`src/include/rps_pkg.sv`:
```
// ============================================================
// rail power sequencer shared definitions
package rps_pkg;

   // ============================================================
   // rail map
   localparam int RAILS = 10;
   localparam int STROBES = 10;
   localparam int GAPS = 9;
   localparam int SEQ_W = 4;
   localparam int DLY_W = 2;
   localparam int RAIL_BUCK_ONE = 0;
   localparam int RAIL_LINEAR = 4;
   localparam int RAIL_LOAD_SWITCH_ONE = 5;
   localparam int RAIL_LOAD_SWITCH_TWO = 6;
   localparam int RAIL_LOAD_SWITCH_THREE = 7;
   localparam int RAIL_BACKUP_ONE = 8;
   localparam int RAIL_BACKUP_TWO = 9;
   localparam logic [3:0] STROBE_FIRST = 4'h1;
   localparam logic [3:0] STROBE_BACKUP_LAST = 4'h2;
   localparam logic [3:0] STROBE_LAST = 4'ha;
   localparam logic [3:0] STROBE_NONE = 4'h0;

   // ============================================================
   // register map
   localparam int ADDR_W = 8;
   localparam int DATA_W = 32;
   localparam logic [7:0] ADDR_ENABLE = 8'h00;
   localparam logic [7:0] ADDR_SEQ_LO = 8'h04;
   localparam logic [7:0] ADDR_SEQ_HI = 8'h08;
   localparam logic [7:0] ADDR_DELAY = 8'h0c;
   localparam logic [7:0] ADDR_CONFIG = 8'h10;
   localparam logic [7:0] ADDR_STATUS = 8'h14;
   localparam int CFG_FACTOR_BIT = 0;
   localparam int CFG_SEAL_BIT = 1;
   localparam int CFG_LONG_BIT = 2;
   localparam int CFG_W = 3;
   localparam int ST_STATE_LSB = 0;
   localparam int ST_DIR_LSB = 4;
   localparam int ST_STEP_LSB = 8;
   localparam int ST_BUSY_BIT = 12;
   localparam int ST_PINS_LSB = 16;
   localparam logic [2:0] CFG_RESET = 3'h1;
   // rail9 .. rail0 strobe fields
   localparam logic [39:0] SEQ_RESET = 40'h2100876543;
   localparam logic [17:0] DLY_RESET = 18'h00000;

   // ============================================================
   // timing
   localparam int CLK_HZ = 10_000_000;
   localparam int MS_PER_S = 1000;
   localparam int CYCLES_PER_MS = (CLK_HZ + MS_PER_S - 1) / MS_PER_S;
   localparam int DLY_MIN_MS = 2;
   localparam int DLY_MAX_MS = 5;
   localparam int DOWN_FACTOR = 10;
   localparam int EXIT_MS = 500;
   localparam int WAIT_TIMEOUT_S = 20;
   localparam int LONG_PRESS_S = 8;
   localparam int LONG_PRESS_ALT_S = 15;
   localparam int WAIT_TIMEOUT_MS = WAIT_TIMEOUT_S * MS_PER_S;
   localparam int LONG_PRESS_MS = LONG_PRESS_S * MS_PER_S;
   localparam int LONG_PRESS_ALT_MS = LONG_PRESS_ALT_S * MS_PER_S;
   localparam int MS_CNT_W = 15;
   localparam int GAP_CNT_W = 8;
   localparam int EXIT_CNT_W = 10;

   // ============================================================
   // types
   typedef enum logic [2:0] {
      st_off = 3'b000,
      st_pre_off = 3'b001,
      awaiting_enable_state = 3'b010,
      st_active = 3'b011,
      st_suspend = 3'b100,
      fault_state_a = 3'b101,
      st_shutdown = 3'b110
   } rps_state_t;

   typedef enum logic [1:0] {
      seq_idle = 2'b00,
      seq_up = 2'b01,
      seq_down = 2'b10
   } rps_dir_t;

   typedef struct packed {
      logic rails_fail;
      logic overtemp;
      logic lockout;
      logic power_enable;
      logic adapter;
      logic push_button;
   } rps_pins_t;

   localparam int PINS_W = 6;
   localparam logic [5:0] PINS_IDLE = 6'h03;

endpackage

```
`src/design/rps_sequencer.sv`:
```
`timescale 1ns/1ns
module rps_sequencer
   import rps_pkg::*;
#(
   parameter int MS_CYCLES = CYCLES_PER_MS
) (
   input wire logic clk,
   input wire logic resetn,
   input wire logic push_button_input,
   input wire logic adapter_detect_pin,
   input wire logic power_enable_pin,
   input wire logic supply_lockout,
   input wire logic overtemp_shutdown,
   input wire logic rails_fault,
   input wire logic [ADDR_W-1:0] reg_addr,
   input wire logic [DATA_W-1:0] reg_wdata,
   input wire logic reg_write,
   input wire logic reg_read,
   output logic [DATA_W-1:0] reg_rdata,
   output logic [RAILS-1:0] rail_enable_register,
   output logic [RAILS-1:0] rail_discharge,
   output rps_state_t seq_state,
   output logic seq_busy
);

   // ============================================================
   // parameter check
   if (MS_CYCLES < 1 || MS_CYCLES > 16777215) begin : g_bad_ms
      $error("MS_CYCLES out of range");
   end

   // ============================================================
   // reset release
   logic [1:0] rst_sync;
   logic rst_n;

   // bias undervoltage drives resetn: whole core restarts
   always_ff @(posedge clk or negedge resetn) begin
      if (!resetn) begin
         rst_sync <= 2'b00;
      end else begin
         rst_sync <= {rst_sync[0], 1'b1};
      end
   end
   assign rst_n = rst_sync[1];

   // ============================================================
   // pin synchronisers
   logic [PINS_W-1:0] pin_raw;
   logic [PINS_W-1:0] pin_s1;
   logic [PINS_W-1:0] pin_s2;
   logic [PINS_W-1:0] pin_s3;
   logic [PINS_W-1:0] pin_filt;
   logic [PINS_W-1:0] pin_prev;
   rps_pins_t pins;
   rps_pins_t prev;

   assign pin_raw = {rails_fault, overtemp_shutdown, supply_lockout,
                     power_enable_pin, adapter_detect_pin,
                     push_button_input};

   for (genvar p = 0; p < PINS_W; p++) begin : g_pin
      // a change is accepted only once stages two and three agree
      always_ff @(posedge clk or negedge rst_n) begin
         if (!rst_n) begin
            pin_s1[p] <= PINS_IDLE[p];
            pin_s2[p] <= PINS_IDLE[p];
            pin_s3[p] <= PINS_IDLE[p];
            pin_filt[p] <= PINS_IDLE[p];
            pin_prev[p] <= PINS_IDLE[p];
         end else begin
            pin_s1[p] <= pin_raw[p];
            pin_s2[p] <= pin_s1[p];
            pin_s3[p] <= pin_s2[p];
            if (pin_s2[p] == pin_s3[p]) begin
               pin_filt[p] <= pin_s3[p];
            end
            pin_prev[p] <= pin_filt[p];
         end
      end
   end

   assign pins = rps_pins_t'(pin_filt);
   assign prev = rps_pins_t'(pin_prev);

   logic press_fall;
   logic ac_fall;
   logic pe_rise;
   logic fault_any;
   logic up_blocked;

   assign press_fall = prev.push_button & ~pins.push_button;
   assign ac_fall = prev.adapter & ~pins.adapter;
   assign pe_rise = ~prev.power_enable & pins.power_enable;
   assign fault_any = pins.lockout | pins.overtemp | pins.rails_fail;
   assign up_blocked = pins.lockout | pins.overtemp;

   // ============================================================
   // millisecond tick
   logic [23:0] pre_cnt;
   logic ms_tick;

   assign ms_tick = (pre_cnt == 24'(MS_CYCLES - 1));

   // one shared tick keeps every long timer narrow
   always_ff @(posedge clk or negedge rst_n) begin
      if (!rst_n) begin
         pre_cnt <= 24'h000000;
      end else if (ms_tick) begin
         pre_cnt <= 24'h000000;
      end else begin
         pre_cnt <= pre_cnt + 24'h000001;
      end
   end

   // ============================================================
   // registers
   logic [CFG_W-1:0] cfg;
   logic [SEQ_W*RAILS-1:0] seq_cfg;
   logic [DLY_W*GAPS-1:0] dly_cfg;
   logic busy;

   always_ff @(posedge clk or negedge rst_n) begin
      if (!rst_n) begin
         cfg <= CFG_RESET;
         seq_cfg <= SEQ_RESET;
         dly_cfg <= DLY_RESET;
      end else if (reg_write) begin
         case (reg_addr)
            ADDR_SEQ_LO: seq_cfg[31:0] <= reg_wdata;
            ADDR_SEQ_HI: seq_cfg[39:32] <= reg_wdata[7:0];
            ADDR_DELAY: dly_cfg <= reg_wdata[17:0];
            ADDR_CONFIG: cfg <= reg_wdata[CFG_W-1:0];
            default: ;
         endcase
      end
   end

   // ============================================================
   // timers
   rps_state_t state;
   rps_state_t next_state;
   rps_state_t target;
   rps_state_t next_target;
   logic [MS_CNT_W-1:0] press_ms;
   logic [MS_CNT_W-1:0] wait_ms;
   logic [EXIT_CNT_W-1:0] down_ms;
   logic boot_pending;
   logic boot_evt;
   logic long_press;
   logic wait_expired;
   logic down_done;

   assign long_press = cfg[CFG_LONG_BIT] ?
      (press_ms > MS_CNT_W'(LONG_PRESS_ALT_MS)) :
      (press_ms > MS_CNT_W'(LONG_PRESS_MS));
   assign wait_expired = (wait_ms >= MS_CNT_W'(WAIT_TIMEOUT_MS));
   assign down_done = (down_ms >= EXIT_CNT_W'(EXIT_MS));
   // main supply present with adapter grounded, judged once pins settled
   assign boot_evt = boot_pending & ms_tick & ~pins.adapter;

   always_ff @(posedge clk or negedge rst_n) begin
      if (!rst_n) begin
         boot_pending <= 1'b1;
      end else if (ms_tick) begin
         boot_pending <= 1'b0;
      end
   end

   always_ff @(posedge clk or negedge rst_n) begin
      if (!rst_n) begin
         press_ms <= '0;
      end else if (pins.push_button) begin
         press_ms <= '0;
      end else if (ms_tick && press_ms != '1) begin
         press_ms <= press_ms + 1'b1;
      end
   end

   always_ff @(posedge clk or negedge rst_n) begin
      if (!rst_n) begin
         wait_ms <= '0;
      end else if (state != awaiting_enable_state) begin
         wait_ms <= '0;
      end else if (ms_tick && !wait_expired) begin
         wait_ms <= wait_ms + 1'b1;
      end
   end

   // the exit clock ignores gap settings so discharge time is fixed
   always_ff @(posedge clk or negedge rst_n) begin
      if (!rst_n) begin
         down_ms <= '0;
      end else if (state != st_shutdown) begin
         down_ms <= '0;
      end else if (ms_tick && !down_done) begin
         down_ms <= down_ms + 1'b1;
      end
   end

   // ============================================================
   // power state machine
   logic start_up;
   logic start_down;
   logic leave_down;

   always_comb begin
      next_state = state;
      next_target = target;
      start_up = 1'b0;
      start_down = 1'b0;
      case (state)
         st_off: begin
            if (!up_blocked &&
                (press_fall || ac_fall || pe_rise || boot_evt)) begin
               start_up = 1'b1;
            end
         end
         st_pre_off: begin
            if (!up_blocked && (press_fall || ac_fall || pe_rise)) begin
               start_up = 1'b1;
            end
         end
         st_suspend: begin
            if (fault_any) begin
               start_down = 1'b1;
               next_target = fault_state_a;
            end else if (long_press) begin
               start_down = 1'b1;
               next_target = st_off;
            end else if (!up_blocked && (press_fall || ac_fall ||
                                         pins.power_enable)) begin
               start_up = 1'b1;
            end
         end
         awaiting_enable_state: begin
            if (fault_any) begin
               start_down = 1'b1;
               next_target = fault_state_a;
            end else if (long_press) begin
               start_down = 1'b1;
               next_target = st_off;
            end else if (pins.power_enable) begin
               next_state = st_active;
            end else if (pins.push_button && pins.adapter &&
                         wait_expired) begin
               start_down = 1'b1;
               next_target = st_off;
            end
         end
         st_active: begin
            // adapter pin has no say here
            if (fault_any) begin
               start_down = 1'b1;
               next_target = fault_state_a;
            end else if (long_press) begin
               start_down = 1'b1;
               next_target = st_off;
            end else if (!pins.power_enable) begin
               start_down = 1'b1;
               next_target = cfg[CFG_SEAL_BIT] ? st_suspend : st_off;
            end
         end
         st_shutdown: begin
            if (down_done) begin
               next_state = target;
            end
         end
         fault_state_a: begin
            if (!fault_any) begin
               next_state = st_pre_off;
            end
         end
         default: begin
            next_state = st_off;
         end
      endcase
      if (start_up) begin
         next_state = awaiting_enable_state;
      end
      if (start_down) begin
         next_state = st_shutdown;
      end
   end

   assign leave_down = (state == st_shutdown) && down_done;

   always_ff @(posedge clk or negedge rst_n) begin
      if (!rst_n) begin
         state <= st_off;
         target <= st_off;
      end else begin
         state <= next_state;
         target <= next_target;
      end
   end

   assign seq_state = state;

   // ============================================================
   // strobe engine
   rps_dir_t dir;
   logic [3:0] step;
   logic first;
   logic [GAP_CNT_W-1:0] gap_ms;
   logic [GAP_CNT_W-1:0] gap_need;
   logic [3:0] gap_idx;
   logic [GAP_CNT_W-1:0] gap_base;
   logic fire;
   logic [3:0] down_last;

   // a sealed backup domain ends the walk at strobe three
   assign down_last = cfg[CFG_SEAL_BIT] ? STROBE_BACKUP_LAST + 4'h1 :
                                          STROBE_FIRST;
   // going up the gap before strobe s is gap s-1; going down it is gap s
   assign gap_idx = (dir == seq_up) ? step - 4'h1 : step;

   always_comb begin
      gap_base = GAP_CNT_W'(DLY_MIN_MS);
      if (gap_idx >= 4'h1 && gap_idx <= 4'(GAPS)) begin
         gap_base = GAP_CNT_W'(DLY_MIN_MS) + GAP_CNT_W'(
            dly_cfg[DLY_W*(gap_idx - 4'h1) +: DLY_W]);
      end
      if (first) begin
         gap_need = '0;
      end else if (dir == seq_down && cfg[CFG_FACTOR_BIT]) begin
         gap_need = GAP_CNT_W'(gap_base * GAP_CNT_W'(DOWN_FACTOR));
      end else begin
         gap_need = gap_base;
      end
   end

   assign fire = (dir != seq_idle) && (gap_ms >= gap_need);

   always_ff @(posedge clk or negedge rst_n) begin
      if (!rst_n) begin
         dir <= seq_idle;
         step <= STROBE_NONE;
         first <= 1'b0;
         gap_ms <= '0;
      end else if (start_down) begin
         dir <= seq_down;
         step <= STROBE_LAST;
         first <= 1'b1;
         gap_ms <= '0;
      end else if (start_up) begin
         dir <= seq_up;
         step <= STROBE_FIRST;
         first <= 1'b1;
         gap_ms <= '0;
      end else if (leave_down) begin
         dir <= seq_idle;
         step <= STROBE_NONE;
      end else if (fire) begin
         first <= 1'b0;
         gap_ms <= '0;
         if (dir == seq_up) begin
            if (step == STROBE_LAST) begin
               dir <= seq_idle;
            end else begin
               step <= step + 4'h1;
            end
         end else begin
            if (step == down_last) begin
               dir <= seq_idle;
            end else begin
               step <= step - 4'h1;
            end
         end
      end else if (ms_tick && dir != seq_idle && gap_ms != '1) begin
         gap_ms <= gap_ms + 1'b1;
      end
   end

   assign busy = (dir != seq_idle) || (state == st_shutdown);

   // ============================================================
   // rail enables and discharge
   logic sw_enable_wr;

   // enable register is locked while any sequence runs
   assign sw_enable_wr = reg_write && (reg_addr == ADDR_ENABLE) && !busy;

   for (genvar r = 0; r < RAILS; r++) begin : g_rail
      logic [SEQ_W-1:0] field;
      logic sealed;
      logic strobe_ok;
      assign field = seq_cfg[SEQ_W*r +: SEQ_W];
      // only the backup rails may answer strobes one and two
      assign strobe_ok = (field > STROBE_BACKUP_LAST) ||
                         (r >= RAIL_BACKUP_ONE);
      assign sealed = cfg[CFG_SEAL_BIT] && (field <= STROBE_BACKUP_LAST);
      always_ff @(posedge clk or negedge rst_n) begin
         if (!rst_n) begin
            rail_enable_register[r] <= 1'b0;
            rail_discharge[r] <= 1'b1;
         end else if (fire && strobe_ok && field != STROBE_NONE &&
                      field == step) begin
            // strobe zero never matches a step
            rail_enable_register[r] <= (dir == seq_up);
            rail_discharge[r] <= (dir != seq_up);
         end else if (start_down && next_target != st_suspend &&
                      field == STROBE_NONE &&
                      r <= RAIL_LOAD_SWITCH_ONE) begin
            rail_enable_register[r] <= 1'b0;
            rail_discharge[r] <= 1'b1;
         end else if (leave_down && dir == seq_down &&
                      field != STROBE_NONE && field <= step &&
                      !sealed) begin
            // strobes still pending at the 500 ms exit are forced off
            rail_enable_register[r] <= 1'b0;
            rail_discharge[r] <= 1'b1;
         end else if (leave_down && target != st_suspend &&
                      field == STROBE_NONE &&
                      (r == RAIL_LOAD_SWITCH_TWO ||
                       r == RAIL_LOAD_SWITCH_THREE)) begin
            rail_enable_register[r] <= 1'b0;
         end else if (sw_enable_wr) begin
            rail_enable_register[r] <= reg_wdata[r];
            rail_discharge[r] <= ~reg_wdata[r];
         end
         // unsequenced rails are otherwise left alone, also into SUSPEND
      end
   end

   // ============================================================
   // busy flag and read port
   always_ff @(posedge clk or negedge rst_n) begin
      if (!rst_n) begin
         seq_busy <= 1'b0;
      end else begin
         seq_busy <= busy;
      end
   end

   always_ff @(posedge clk or negedge rst_n) begin
      if (!rst_n) begin
         reg_rdata <= '0;
      end else if (reg_read) begin
         case (reg_addr)
            ADDR_ENABLE: reg_rdata <= DATA_W'(rail_enable_register);
            ADDR_SEQ_LO: reg_rdata <= seq_cfg[31:0];
            ADDR_SEQ_HI: reg_rdata <= DATA_W'(seq_cfg[39:32]);
            ADDR_DELAY: reg_rdata <= DATA_W'(dly_cfg);
            ADDR_CONFIG: reg_rdata <= DATA_W'(cfg);
            ADDR_STATUS: begin
               reg_rdata <= '0;
               reg_rdata[ST_STATE_LSB +: 3] <= state;
               reg_rdata[ST_DIR_LSB +: 2] <= dir;
               reg_rdata[ST_STEP_LSB +: 4] <= step;
               reg_rdata[ST_BUSY_BIT] <= busy;
               reg_rdata[ST_PINS_LSB +: PINS_W] <= pin_filt;
            end
            default: reg_rdata <= '0;
         endcase
      end else begin
         reg_rdata <= '0;
      end
   end

endmodule // rps_sequencer

```
`config.mk`:
```
export PLATFORM = sky130hd
export DESIGN_NAME = rps_sequencer
export DESIGN_NICKNAME = d
export VERILOG_FILES = /design/src/include/rps_pkg.sv /design/src/design/rps_sequencer.sv
export SDC_FILE = /design/constraint.sdc
export NUM_CORES = 1
export LEC_CHECK = 0
export BUFFER_PORTS_ARGS = -buffer_cell sky130_fd_sc_hd__buf_4
export CAP_MARGIN = 20
export CORE_ASPECT_RATIO = 0.75
export CORE_UTILIZATION = 40
export CTS_CLUSTER_DIAMETER = 30
export DETAILED_ROUTE_END_ITERATION = 12
export PLACE_DENSITY = 0.54
export RECOVER_POWER = 50
export SLEW_MARGIN = 20
export SYNTH_ARGS = -nofsm -noshare
export SYNTH_HDL_FRONTEND = slang
export SYNTH_SLANG_ARGS = --single-unit
```
`constraint.sdc`:
```
create_clock -name clk -period 9.52 [get_ports clk]
set_clock_uncertainty 0.15 [all_clocks]
set_input_delay 0.952 -clock clk [delete_from_list [all_inputs] [get_ports clk]]
set_output_delay 0.952 -clock clk [all_outputs]
set_load 0.005 [all_outputs]
```
**Yosys cells after proc, flatten, opt, wreduce, memory -nomap -nowiden**

Index checks and enable logic that the tools add are counted.

- Bits in registers: 229
- Input port bits: 50
- Output and inout port bits: 56
- Word-level logic and storage cells: 497

- $add $sub $neg: 9
- $mul: 1
- Order comparisons: 35
- Equality and inequality tests: 51
- Shift operators: 1
- Muxes and demuxes: 149
- Bitwise operators: 20
- Reductions and logical operators: 166

Operators by type and width:

| kind | count |
|---|---|
| one-hot mux 32 bit (6 select lines) | 1 |
| logical AND 1 bit | 95 |
| 2-to-1 mux 1 bit | 95 |
| nonzero test 4 bit | 20 |
| 2-to-1 mux 15 bit | 4 |
| 2-to-1 mux 8 bit | 7 |
| 2-to-1 mux 3 bit | 18 |
| equality test 4 bit | 10 |
| less-or-equal comparator 4 x 2 -> 1 bit (second input constant) | 10 |
| less-or-equal comparator 4 bit | 10 |
| indexed part select 18 x 33 -> 2 bit | 1 |
| > comparator 4 x 2 -> 1 bit (second input constant) | 8 |
| logical NOT 4 bit | 8 |
| 2-to-1 mux 32 bit | 1 |
| 2-to-1 mux 4 bit | 8 |
| adder 15 x 1 -> 15 bit (second input constant) | 2 |
| adder 24 x 1 -> 24 bit (second input constant) | 1 |
| equality test 24 x 14 -> 1 bit (second input constant) | 1 |
| 2-to-1 mux 24 bit | 1 |
| 2-to-1 mux 10 bit | 2 |
| inequality test 4 bit (second input constant) | 5 |
| inequality test 3 bit (second input constant) | 6 |
| equality test 8 x 4 -> 1 bit (second input constant) | 2 |
| equality test 8 x 5 -> 1 bit (second input constant) | 2 |
| 48 further kinds | 114 |

**Depth between registers and ports, before layout**

Gate-level depths: netlist of run 1.

- Word-level depth: 16
- Depth in mapped cells: 23
- Gate-level depth less buffers: 22

**Worst setup path before layout of run 1**

Ideal clock, no wire load.

- Kind: register -> register
- Start: register dir[1]
- End: register gap_ms[4]
- Arrival: 4.941 ns
- Required time: 9.275 ns
- Path slack: 4.333 ns
- Stages on the path, launching flop included: 23
- Path buffers: 2
- Clock period less this slack: 5.187 ns
- Cell sequence: dfrtp_1 -> nand2b_1 -> clkbuf_1 -> ha_1 -> clkbuf_1 -> inv_1 -> ha_1 -> mux4_2 -> mux2i_1 -> o22ai_1 -> nand3_1 -> inv_1 -> ha_1 -> ha_1 -> nand2_1 -> ha_1 -> a2111oi_0 -> nor2b_1 -> o21ai_0 -> nand2_1 -> nand3b_1 -> or3_1 -> o31ai_1

- Word-level cells in the longest chain between the ends: 15
- Elaborated cells between the ends (all ways): 25
- Classes of those cells: add/sub (2); mul (1); order compare (3); eq/ne (2); shift (1); mux (8); reduce/logical (8)

Ends and longest elaborated chain:

| what | line | RTL |
|---|---|---|
| from (decl) | rps_sequencer.sv:302 | `rps_dir_t dir;` |
| from (signal assigned) | rps_sequencer.sv:337 | `dir <= seq_idle;` |
| from (signal assigned) | rps_sequencer.sv:342 | `dir <= seq_down;` |
| from (signal assigned) | rps_sequencer.sv:347 | `dir <= seq_up;` |
| equality test 2 x 1 -> 1 bit | rps_sequencer.sv:316 | `assign gap_idx = (dir == seq_up) ? step - 4'h1 : step;` |
| 2-to-1 mux 4 bit | rps_sequencer.sv:316 |  |
| subtractor 4 x 1 -> 5 bit | rps_sequencer.sv:322 | `dly_cfg[DLY_W*(gap_idx - 4'h1) +: DLY_W]);` |
| indexed part select 18 x 33 -> 2 bit | rps_sequencer.sv:322 |  |
| adder 2 x 2 -> 3 bit | rps_sequencer.sv:321 | `gap_base = GAP_CNT_W'(DLY_MIN_MS) + GAP_CNT_W'(` |
| 2-to-1 mux 3 bit | rps_sequencer.sv:320 | `if (gap_idx >= 4'h1 && gap_idx <= 4'(GAPS)) begin` |
| multiplier 8 x 3 -> 7 bit | rps_sequencer.sv:327 | `gap_need = GAP_CNT_W'(gap_base * GAP_CNT_W'(DOWN_FACTOR));` |
| 2-to-1 mux 8 bit | rps_sequencer.sv:326 | `end else if (dir == seq_down && cfg[CFG_FACTOR_BIT]) begin` |
| 2-to-1 mux 8 bit | rps_sequencer.sv:324 | `if (first) begin` |
| >= comparator 8 bit | rps_sequencer.sv:333 | `assign fire = (dir != seq_idle) && (gap_ms >= gap_need);` |
| logical AND 1 bit | rps_sequencer.sv:333 |  |
| 2-to-1 mux 8 bit | rps_sequencer.sv:354 | `end else if (fire) begin` |
| 2-to-1 mux 8 bit | rps_sequencer.sv:351 | `end else if (leave_down) begin` |
| 2-to-1 mux 8 bit | rps_sequencer.sv:346 | `end else if (start_up) begin` |
| 2-to-1 mux 8 bit | rps_sequencer.sv:341 | `end else if (start_down) begin` |
| to (signal assigned) | rps_sequencer.sv:371 | `gap_ms <= gap_ms + 1'b1;` |
| to (decl) | rps_sequencer.sv:305 | `logic [GAP_CNT_W-1:0] gap_ms;` |

Several ways; a longest one is shown, not always the timed one. The select of a mux whose other input is x is not followed.
A chain may end at the register's enable or synchronous reset.

**Final worst setup path of run 1**

Ends and elaborated chain as after synthesis.

==> results of run 1 <==
## synth_stat cells, drive strengths merged (6+ instances only)
cell type	count	area share, %
or4	7	0.44
a222oi	6	0.50
nand3b	7	0.44
o31a	6	0.44
o21a	16	1.0
and3	26	1.4
mux2	63	5.9
nor4	9	0.47
o31ai	17	1.1
nor2b	17	0.89
dfstp	35	7.7
nor2	118	3.7
a22oi	16	1.0
or2	9	0.47
xnor2	29	2.1
inv	50	1.6
xor2	29	2.1
nand4	19	0.99
o21ai	48	2.0
and2	8	0.42
maj3	13	1.1
a211oi	12	0.75
nand2	79	2.5
ha	64	6.7
nor3	25	1.1
or3	10	0.52
nand3	47	2.0
a21oi	43	1.8
clkbuf	32	1.0
nand2b	9	0.47
mux2i	11	0.92
o22ai	17	0.89
dfrtp	194	41
## routing by layer
layer	routed length [um]	global-route usage, %
met1	17600	36.53
met2	13740	30.90
met3	2835	6.456
met4	561	6.205
met5	12	0
## cells by family (layout without fill, tap and decap cells)
kind of cell	Yosys count	count (layout)	share of synthesized area (%)
adder cells (fa/ha/maj)	77	77	7.769
buffers and inverters	88	258	2.767
multiplexers	78	78	7.592
XOR/XNOR	58	58	4.240
AND/OR/NAND/NOR	398	398	16.33
AO/OA/AOI/OAI	229	229	13.07
flip-flops	229	229	48.19
other	1	2	0.03130
## repair_timing
action	CTS	global route
hold buffers	1	0
hold endpoints to repair	2	0
buffers inserted	0	0
## area by class of cell
type                       instances  share of cell area (%)
inverter                          52                   1.308
antenna                            1                 0.01677
multi-input combinational        841                   39.47
tap                              392                   3.288
timing repair buffer             116                   5.762
sequential                       229                   38.71
clock inverter                    30                   2.692
clock buffer                      60                   8.756
## worst reg2reg max path: cells and delay by family, from the launching register on
| family | cells | cell delay, ns |
|---|---|---|
| flops | 1 | 0.49 |
| mux | 2 | 0.48 |
| fa+ha+maj | 4 | 1.10 |
| simple gates | 8 | 2.42 |
| compound gates | 5 | 1.24 |
| buf+inv | 2 | 0.48 |
## state kept, by name (all words and copies together), names as in the netlist, 2 cells and up
register,flops
target,3
pin_prev,3
gap_ms,8
seq_state,3
pin_s1,6
reg_rdata,32
seq_cfg,40
step,4
pin_s3,6
down_ms,10
dir,2
dly_cfg,18
rail_discharge,10
press_ms,15
wait_ms,15
cfg,3
pin_filt,6
pre_cnt,24
pin_s2,6
rst_sync,2
rail_enable_register,10
## stage by stage
stage          utilization, %  power, mW  hold slack (ns)
6_report                50.99      3.218           0.1948
5_1_grt                 50.98      3.369           0.2005
4_1_cts                 51.09      3.246           0.1972
3_5_place_dp            45.22      1.488           0.1870
3_3_place_gp            45.22      1.481           0.1846
2_1_floorplan               -      1.351           0.1812
## final timing paths
path	from	endpoint	slack (ns)	cells past startpoint
worst max register to register	dir[1]	gap_ms[4]	3.06	21
worst min register to register	pin_s1[2]	pin_s2[2]	0.19	0
worst max-delay path	dir[1]	gap_ms[4]	3.06	21
max in group asynchronous	rst_sync[1]	gap_ms[0]	3.20	1
min in group asynchronous	resetn	rst_sync[0]	0.56	2
worst min-delay path	pin_s1[2]	pin_s2[2]	0.19	0
## report_power, final
part | switching, mW | internal [mW] | leakage, nW | total (mW)
combinational | 0.236 | 0.179 | 2.93 | 0.415
sequential | 0.0525 | 1.01 | 2.96 | 1.06
clock | 0.569 | 1.17 | 0.813 | 1.74
total | 0.858 | 2.36 | 6.70 | 3.22
## layout by cell type (no fill, tap or decap), drive strengths merged, types with 5 or more instances in the layout
| cell | Yosys | final |
|---|---|---|
| a211oi | 12 | 12 |
| a21oi | 43 | 43 |
| a222oi | 6 | 6 |
| a22o | 5 | 5 |
| a22oi | 16 | 16 |
| a31oi | 5 | 5 |
| and2 | 8 | 8 |
| and3 | 26 | 26 |
| buf | 4 | 73 |
| bufinv | 0 | 7 |
| clkbuf | 32 | 102 |
| clkinv | 2 | 11 |
| clkinvlp | 0 | 8 |
| dfrtp | 194 | 194 |
| dfstp | 35 | 35 |
| ha | 64 | 64 |
| inv | 50 | 56 |
| maj3 | 13 | 13 |
| mux2 | 63 | 63 |
| mux2i | 11 | 11 |
| nand2 | 79 | 79 |
| nand2b | 9 | 9 |
| nand3 | 47 | 47 |
| nand3b | 7 | 7 |
| nand4 | 19 | 19 |
| nor2 | 118 | 118 |
| nor2b | 17 | 17 |
| nor3 | 25 | 25 |
| nor4 | 9 | 9 |
| o21a | 16 | 16 |
| o21ai | 48 | 48 |
| o22ai | 17 | 17 |
| o31a | 6 | 6 |
| o31ai | 17 | 17 |
| or2 | 9 | 9 |
| or3 | 10 | 10 |
| or4 | 7 | 7 |
| xnor2 | 29 | 29 |
| xor2 | 29 | 29 |
==> metrics.txt, run 1 <==
Max IR drop VDD ~140 uV; Post-Syn Instances 1158; initial antenna violation count 2; routed vias/inst 5.526; final setup vio count 0; Initial DRC Count 606; Post-Place Cells 1629; mean post-synth cell area 10.35 um^2; count of cell types in the netlist 70; FF/Latch Area 5774 um^2; Area after DPL about 13000 um^2; vias in the first global route 9297; GRT Resource Usage Total a little under a quarter; CP bufs+invs 2; Lkg Pwr roughly 6.7 nW; mapped cell area between 10000 and 15000 um^2; core area 29260 um^2; fin cells approximately 1700; CTS-repair resized insts 0; first-pass GRT wire length 55.37 mm; post-route ant nets 0; critical path peak fanout 13; register area share after synthesis 48.19%; Fmax achieved between 150 and 200 MHz; critical path capture point type flip-flop; full die area 30660 um^2; final net count 1402; CTS clk-pin slew, worst paths about 0.05 ns; Die Wd 201.8 um; Synth Flop Type dfrtp_1; H-tree depth 2; slowest stage delay, CP 0.57 ns; Post-synth EDFFs 0; Max-slew headroom -170.7%; Final Critical Period 6.456 ns; worst slew pin tran 4.060 ns; # rows 54; post-synthesis register bit count approximately 230; Crit Path Class flip-flop to flip-flop; Pins Over Slew Limit 230; Detailed Route WL 34.75 mm; critical path's most frequent cell ha_1; HPWL Detailed between 20 and 25 mm; CP required ~9.8 ns; GP Congestion 0.8761; total number of yosys warnings 0; Die Ht 151.9 um; Final Hold Viols 0; Filler cells 2690; WP data arrival 6.76 ns; post-placement setup slack 3.170 ns; Clock Latency Late Sink 0.56 ns; slowest CP cell nand2b_1; Hold Crit Class flip-flop to flip-flop; area of the multi-input gates 5888 um^2; cts bufs inserted 48; Final TNS setup 0 ns; violated checks max-capacitance violations, max-slew violations; RSZ-0062 raised after global routing no; CP Launch Type flip-flop; DRC 0; outcome finished, violations left; I/O Buffers 105; global route overflow 0; share of cells above drive strength 1 23.80%; max-cap violations 2; CTS max path bufs 3; Design Area, Final 14920 um^2; average routed wire per standard cell 20.19 um; Cell Chain, Critical Path nand2b_1, clkinv_1, nand2_1, o21ai_0, ha_1, mux4_2, mux2i_1, o22ai_1, nand3_1, inv_1, ha_1, ha_1, nand2_1, ha_1, a2111oi_0, nor2b_1, o21ai_0, nand2_1, nand3b_1, or3_1, o31ai_1; pin count of the biggest net entering global routing between 150 and 200; clk sinks 229; Vias 9511; Net Count, Synth 1272; Root Driver clkbuf_16; area added between synthesis and finish 24.51%; DR pass1 iterations 7; critical path's top delay family simple AND/OR/NAND/NOR gates; ys async rst share 100.0%; Final Worst Setup Slack a little over 3 ns; CTS tree built; IO Pins 106; Pwr per Cell Area 215.7 nW/um^2; Initial Util 40.95%; crit share post-route 67.82%
(Power assumes the default switching activity.)
==> run 2, diff against run 1 <==
- clock period: 9.52 -> 6.59 ns (I/O delays scaled with it)
==> run 2 against run 1 <==
The run still ends with max-capacitance violations, max-slew violations left. Via count down 0.26%. Register-to-register slack worse by 2.4 ns. Critical endpoint is now rail_enable_register[5]. Sequential power rose by 44%. First-iteration DRC count is 30% higher. Combinational power grew 47%. Wire length down 1.5%. Die area is the same. Power increased by 44%.
==> metrics.txt, run 2 (synthesized netlist as in run 1, its figures left out) <==
outcome finished, violations left (unchanged); violated checks max-capacitance violations, max-slew violations (unchanged); CP required 6.91 ns (was 9.82 ns); final net count 1407 (was 1402); global route overflow 0 (unchanged); Cell Chain, Critical Path nand2b_2, ha_1, inv_1, ha_1, mux4_2, mux2i_1, o22ai_1, nand3_1, inv_1, ha_1, ha_1, nand2_1, ha_1, a2111oi_0, nor2b_1, o21ai_1, nand2_1, buf_4, a2bb2oi_1, o31ai_1, o22ai_1, o31a_1 (was nand2b_1, clkinv_1, nand2_1, o21ai_0, ha_1, mux4_2, mux2i_1, o22ai_1, nand3_1, inv_1, ha_1, ha_1, nand2_1, ha_1, a2111oi_0, nor2b_1, o21ai_0, nand2_1, nand3b_1, or3_1, o31ai_1); Top Registers seq_cfg x40, reg_rdata x32, pre_cnt x24 (unchanged); DR pass1 iterations 8 (was 7); Vias 9486 (was 9511); Initial DRC Count 787 (was 606); Reg with most FFs seq_cfg (unchanged); core area 29260 um^2 (unchanged); fin cells 1724 (was 1721); hold path depth 1 (was 0); Area after DPL 13260 um^2 (was 13230 um^2); Pins Over Slew Limit 187 (was 230); CTS max path bufs 3 (unchanged); I/O Buffers 105 (unchanged); average routed wire per standard cell 19.85 um (was 20.19 um); most common cell after layout, fill and taps aside dfrtp_1 (unchanged); post-CTS repair timing setup buffer count 0 (unchanged); GP Congestion 0.8969 (was 0.8761); Post-Place Cells 1634 (was 1629); Die Ht 151.9 um (unchanged); Final Hold Viols 0 (unchanged); routed vias/inst 5.502 (was 5.526); Design Area, Final 14920 um^2 (unchanged); Root Driver clkbuf_16 (unchanged); Filler cells 2665 (was 2690); critical path's most frequent cell ha_1 (unchanged); worst slew pin tran 2.535 ns (was 4.060 ns); slowest stage delay, CP 0.65 ns (was 0.57 ns); Max-slew headroom -69.00% (was -170.7%); cts bufs inserted 48 (unchanged); CP Launch Type flip-flop (unchanged); share of cells above drive strength 1 23.65% (was 23.80%); area added between synthesis and finish 24.51% (unchanged); critical path peak fanout 13 (unchanged); Clock Latency Late Sink 0.54 ns (was 0.56 ns); Final Critical Period 5.960 ns (was 6.456 ns); Initial Util 40.95% (unchanged); H-tree depth 2 (unchanged); Finished Core Util 50.99% (unchanged); diode count 0 (was 1); Die Wd 201.8 um (unchanged); clk sinks 229 (unchanged); CTS clk-pin slew, worst paths 0.05 ns (about the same); post-route ant nets 0 (unchanged); WP data arrival 6.28 ns (was 6.76 ns); Detailed Route WL 34.23 mm (was 34.75 mm); R2R depth 22 (was 21); most frequent cells in the layout dfrtp_1, nor2_1, nand2_1, buf_4, ha_1 (unchanged); CTS tree built (unchanged); crit share post-route 90.43% (was 67.82%); DRC 0 (unchanged); post-placement setup slack 0.2516 ns (was 3.170 ns); full die area 30660 um^2 (unchanged); Largest register FFs 40 (unchanged); final setup vio count 0 (unchanged); Final Worst Setup Slack 0.6304 ns (was 3.064 ns); RSZ-0062 raised after global routing no (unchanged); Lkg Pwr 6.728 nW (was 6.704 nW); Max IR drop VDD 201.9 uV (was 136.6 uV); vias in the first global route 9004 (was 9297); HPWL Detailed 24.55 mm (was 24.41 mm); initial antenna violation count 0 (was 2); slowest CP cell a2111oi_0 (was nand2b_1); critical path capture point type flip-flop (unchanged); first-pass GRT wire length 53.66 mm (was 55.37 mm); # rows 54 (unchanged); Fmax achieved 167.8 MHz (was 154.9 MHz); Pwr per Cell Area 310.2 nW/um^2 (was 215.7 nW/um^2); GRT Resource Usage Total 22.58% (was 23.33%); Crit Path Class flip-flop to flip-flop (unchanged); Hold Crit Class input pin to flip-flop (was flip-flop to flip-flop); max-cap violations 3 (was 2); IO Pins 106 (unchanged); pin count of the biggest net entering global routing 102 (was 165); Final TNS setup 0 ns (unchanged)
[run 2: power by group]
part           switching [mW]  internal (mW)  leakage (nW)  total, mW
Sequential             0.0739           1.46          2.96       1.53
Clock                   0.792           1.69         0.830       2.49
Combinational           0.348          0.261          2.94      0.609
Total                    1.21           3.41          6.73       4.63
[run 2: path summary, 6_finish.rpt]
| kind | from | slack [ns] | end |
|---|---|---|---|
| worst max-delay path | dir[1] | 0.63 | rail_enable_register[5] |
| worst min-delay path | push_button_input | 0.08 | pin_s1[0] |
| worst max register to register | dir[1] | 0.63 | rail_enable_register[5] |
| worst min register to register | pin_s1[2] | 0.19 | pin_s2[2] |
| max in group asynchronous | rst_sync[1] | 2.30 | cfg[1] |
| min in group asynchronous | resetn | 0.29 | rst_sync[1] |
[run 2: layer usage]
metal | share of wire (%) | global-route usage, % | routed length [um] | up-vias
met5 | 0 | 0 | 0 | -
met4 | 1.9 | 6.385 | 658 | 0
met3 | 7.4 | 5.663 | 2518 | 55
met2 | 40 | 30.24 | 13770 | 323
met1 | 50 | 35.31 | 17280 | 4628
li1 | - | - | - | 4480
[run 2: critical path: cells and delay by family, from the launching register on]
kind	cells	cell delay, ns
AO/OA/AOI/OAI	7	1.73
multiplexers	2	0.50
buffers and inverters	3	0.39
flip-flops	1	0.45
AND/OR/NAND/NOR	5	1.03
adder cells (fa/ha/maj)	5	1.65
[run 2: area by class of cell]
class                   count  area (um^2)  share of cell area (%)
clock buffers              61         1320                   8.848
multi-input cells         841         5887                   39.46
inverters                  52        195.2                   1.308
flip-flops and latches    229         5774                   38.71
repair buffers            121        882.1                   5.913
well taps                 392        490.5                   3.288
clock inverters            28        369.1                   2.474
[run 2: per-stage QoR]
step | total power, mW | hold slack, ns
final | 4.627 | 0.08194
after global routing | 4.830 | 0.06057
after CTS | 4.668 | 0.05084
after detailed placement | 2.156 | 0.1863
after global placement | 2.148 | 0.1856
after floorplan | 1.952 | 0.1811
[run 2: repair_timing]
action                     CTS  global route
setup endpoints to repair    0             8
hold buffers                 1             0
resized for setup            0             1
hold endpoints to repair     2             0
==> run 3, diff against run 2 <==
- CORE_MARGIN: default -> 3
- GPL_TIMING_DRIVEN: default -> 0
- TNS_END_PERCENT: default -> 30
==> run 3 against run 2 <==
The run still ends with max-capacitance violations, max-slew violations left. Wire length grew 1.3%. Core utilization grew 0.34 points. Global-route usage shrank 0.96 points. Flip-flop and latch count is the same. Critical endpoint is now rail_enable_register[9]. Highest routed layer unchanged. Worst setup slack lost 0.28 ns. Non-clock buffer count grew 25. Design area grew 0.67%. Worst hold slack lost 0.014 ns. Combinational power grew 3%. Register-to-register slack lost 0.28 ns.
==> metrics.txt, run 3 (synthesized netlist as in run 1, its figures left out) <==
CTS clk-pin slew, worst paths 0.05 ns (about the same); most frequent cells in the layout dfrtp_1, nor2_1, buf_4, nand2_1 (was dfrtp_1, nor2_1, nand2_1, buf_4, ha_1); Max IR drop VDD 205.6 uV (was 201.9 uV); Hold Slack 0.06811 ns (was 0.08194 ns); Top Registers seq_cfg x40, reg_rdata x32, pre_cnt x24 (unchanged); Lkg Pwr 6.758 nW (was 6.728 nW); CP Launch Type flip-flop (unchanged); cts bufs inserted 47 (was 48); pin count of the biggest net entering global routing 55 (was 102); Max-slew headroom -88.47% (was -69.00%); Final Hold Viols 0 (unchanged); most common cell after layout, fill and taps aside dfrtp_1 (unchanged); HPWL Detailed 25.20 mm (was 24.55 mm); Root Driver clkbuf_16 (unchanged); GRT Resource Usage Total 21.62% (was 22.58%); Reg with most FFs seq_cfg (unchanged); IO Pins 106 (unchanged); Initial Util 40.95% (unchanged); Final Critical Period 6.240 ns (was 5.960 ns); CP required 6.85 ns (was 6.91 ns); Largest register FFs 40 (unchanged); Pwr per Cell Area 309.6 nW/um^2 (was 310.2 nW/um^2); Filler cells 2697 (was 2665); Detailed Route WL 34.68 mm (was 34.23 mm); DR pass1 iterations 5 (was 8); I/O Buffers 105 (unchanged); Die Ht 155.9 um (was 151.9 um); outcome finished, violations left (unchanged); Fmax achieved 160.3 MHz (was 167.8 MHz); # rows 54 (unchanged); Crit Path Class flip-flop to flip-flop (unchanged); WP data arrival 6.50 ns (was 6.28 ns); average routed wire per standard cell 19.84 um (was 19.85 um); Hold Crit Class input pin to flip-flop (unchanged); Die Wd 205.8 um (was 201.8 um); diode count 0 (unchanged); max-cap violations 4 (was 3); post-route ant nets 0 (unchanged); global route overflow 0 (unchanged); area added between synthesis and finish 25.35% (was 24.51%); initial antenna violation count 0 (unchanged); violated checks max-capacitance violations, max-slew violations (unchanged); Pins Over Slew Limit 186 (was 187); DRC 0 (unchanged); Final Worst Setup Slack 0.3502 ns (was 0.6304 ns); overall power 4.649 mW (was 4.627 mW); H-tree depth 2 (unchanged); worst slew pin tran 2.827 ns (was 2.535 ns); critical path peak fanout 10 (was 13); Clock Latency Late Sink 0.56 ns (was 0.54 ns); full die area 32090 um^2 (was 30660 um^2); final setup vio count 0 (unchanged); final net count 1431 (was 1407); first-pass GRT wire length 53.76 mm (was 53.66 mm); Initial DRC Count 533 (was 787); clk sinks 229 (unchanged); routed vias/inst 5.478 (was 5.502); critical path capture point type flip-flop (unchanged); crit share post-route 94.69% (was 90.43%); share of cells above drive strength 1 23.45% (was 23.65%); CTS max path bufs 3 (unchanged); CTS tree built (unchanged); GP Congestion 0.9244 (was 0.8969); post-placement setup slack -0.6432 ns (was 0.2516 ns); core area 29260 um^2 (unchanged); vias in the first global route 9197 (was 9004); Vias 9575 (was 9486); RSZ-0062 raised after global routing no (unchanged)
==> run 3: cell count changes in the layout (fill, tap and decap cells not counted), sizes merged <==
| cell | previous run | this run |
|---|---|---|
| buf | 73 | 103 |
| bufinv | 7 | 6 |
| inv | 55 | 56 |
| clkbuf | 108 | 99 |
| clkinvlp | 2 | 5 |
==> run 3: worst paths after layout <==
kind / start / end / slack [ns] / depth (start not counted)
worst max-delay path: dir[1] / rail_enable_register[9] / 0.35 / 20
worst min-delay path: adapter_detect_pin / pin_s1[1] / 0.07 / 1
worst max register to register: dir[1] / rail_enable_register[9] / 0.35 / 20
worst min register to register: pin_s1[3] / pin_s2[3] / 0.19 / 0
max in group asynchronous: rst_sync[1] / rail_enable_register[2] / 1.22 / 2
min in group asynchronous: resetn / rst_sync[0] / 0.28 / 2
==> run 3: worst max-delay path, cell delays in order (launching register included) <==
cell      delay (ns)
dfrtp_1         0.50
nand2b_1        0.25
clkbuf_2        0.33
ha_4            0.47
inv_1           0.06
ha_1            0.48
mux4_2          0.43
mux2i_1         0.17
o22ai_1         0.14
nand3_1         0.17
inv_1           0.09
ha_1            0.20
ha_1            0.27
nand2_1         0.07
ha_1            0.28
nand2_1         0.06
a211oi_2        0.80
nand2_4         0.27
or3_1           0.53
o21ai_0         0.23
o22ai_1         0.15
==> run 3: what timing repair did <==
action / in CTS / in global routing
setup endpoints to repair: 26 / 27
hold buffers: 1 / 0
gates resized for setup: 5 / 6
hold endpoints to repair: 2 / 0
buffers inserted: 1 / 0
==> run 3: stage by stage <==
| stage | setup TNS, ns | std cells | cell area [um^2] | util (%) |
|---|---|---|---|---|
| floorplan | 0 | 1158 | 11980 | - |
| global route | 0 | 1748 | 15020 | 51.33 |
| CTS | 0 | 1748 | 15090 | 51.58 |
| detailed placement | -8.600 | 1659 | 13380 | 45.74 |
| global placement | -14.41 | 1655 | 13260 | 45.33 |
| finish | 0 | 1748 | 15020 | 51.33 |
==> run 3: where the power goes <==
group          switching [mW]  internal [mW]  leakage (nW)
Clock                   0.838           1.64         0.820
Combinational           0.361          0.266          2.98
Sequential             0.0816           1.46          2.96
Total                    1.28           3.37          6.76
==> run 3: layer usage <==
metal  part of all wire (%)  GRT usage (%)  vias up  wire (um)
met4                    1.7          5.233        0        580
li1                       -              -     4532          -
met2                     40          29.57      271      13910
met3                    6.8          4.838       45       2341
met5                      0              0        -          0
met1                     51          34.38     4727      17840
==> run 3: final cells by class <==
cell class	instances	area, um^2	area share (%)
clock inverters	31	399.1	2.658
repair buffers	111	818.3	5.449
plain buffers	35	135.1	0.8998
inverters	52	198.9	1.325
well taps	392	490.5	3.266
multi-input cells	841	5917	39.40
flip-flops and latches	229	5776	38.46
clock buffers	57	1284	8.548
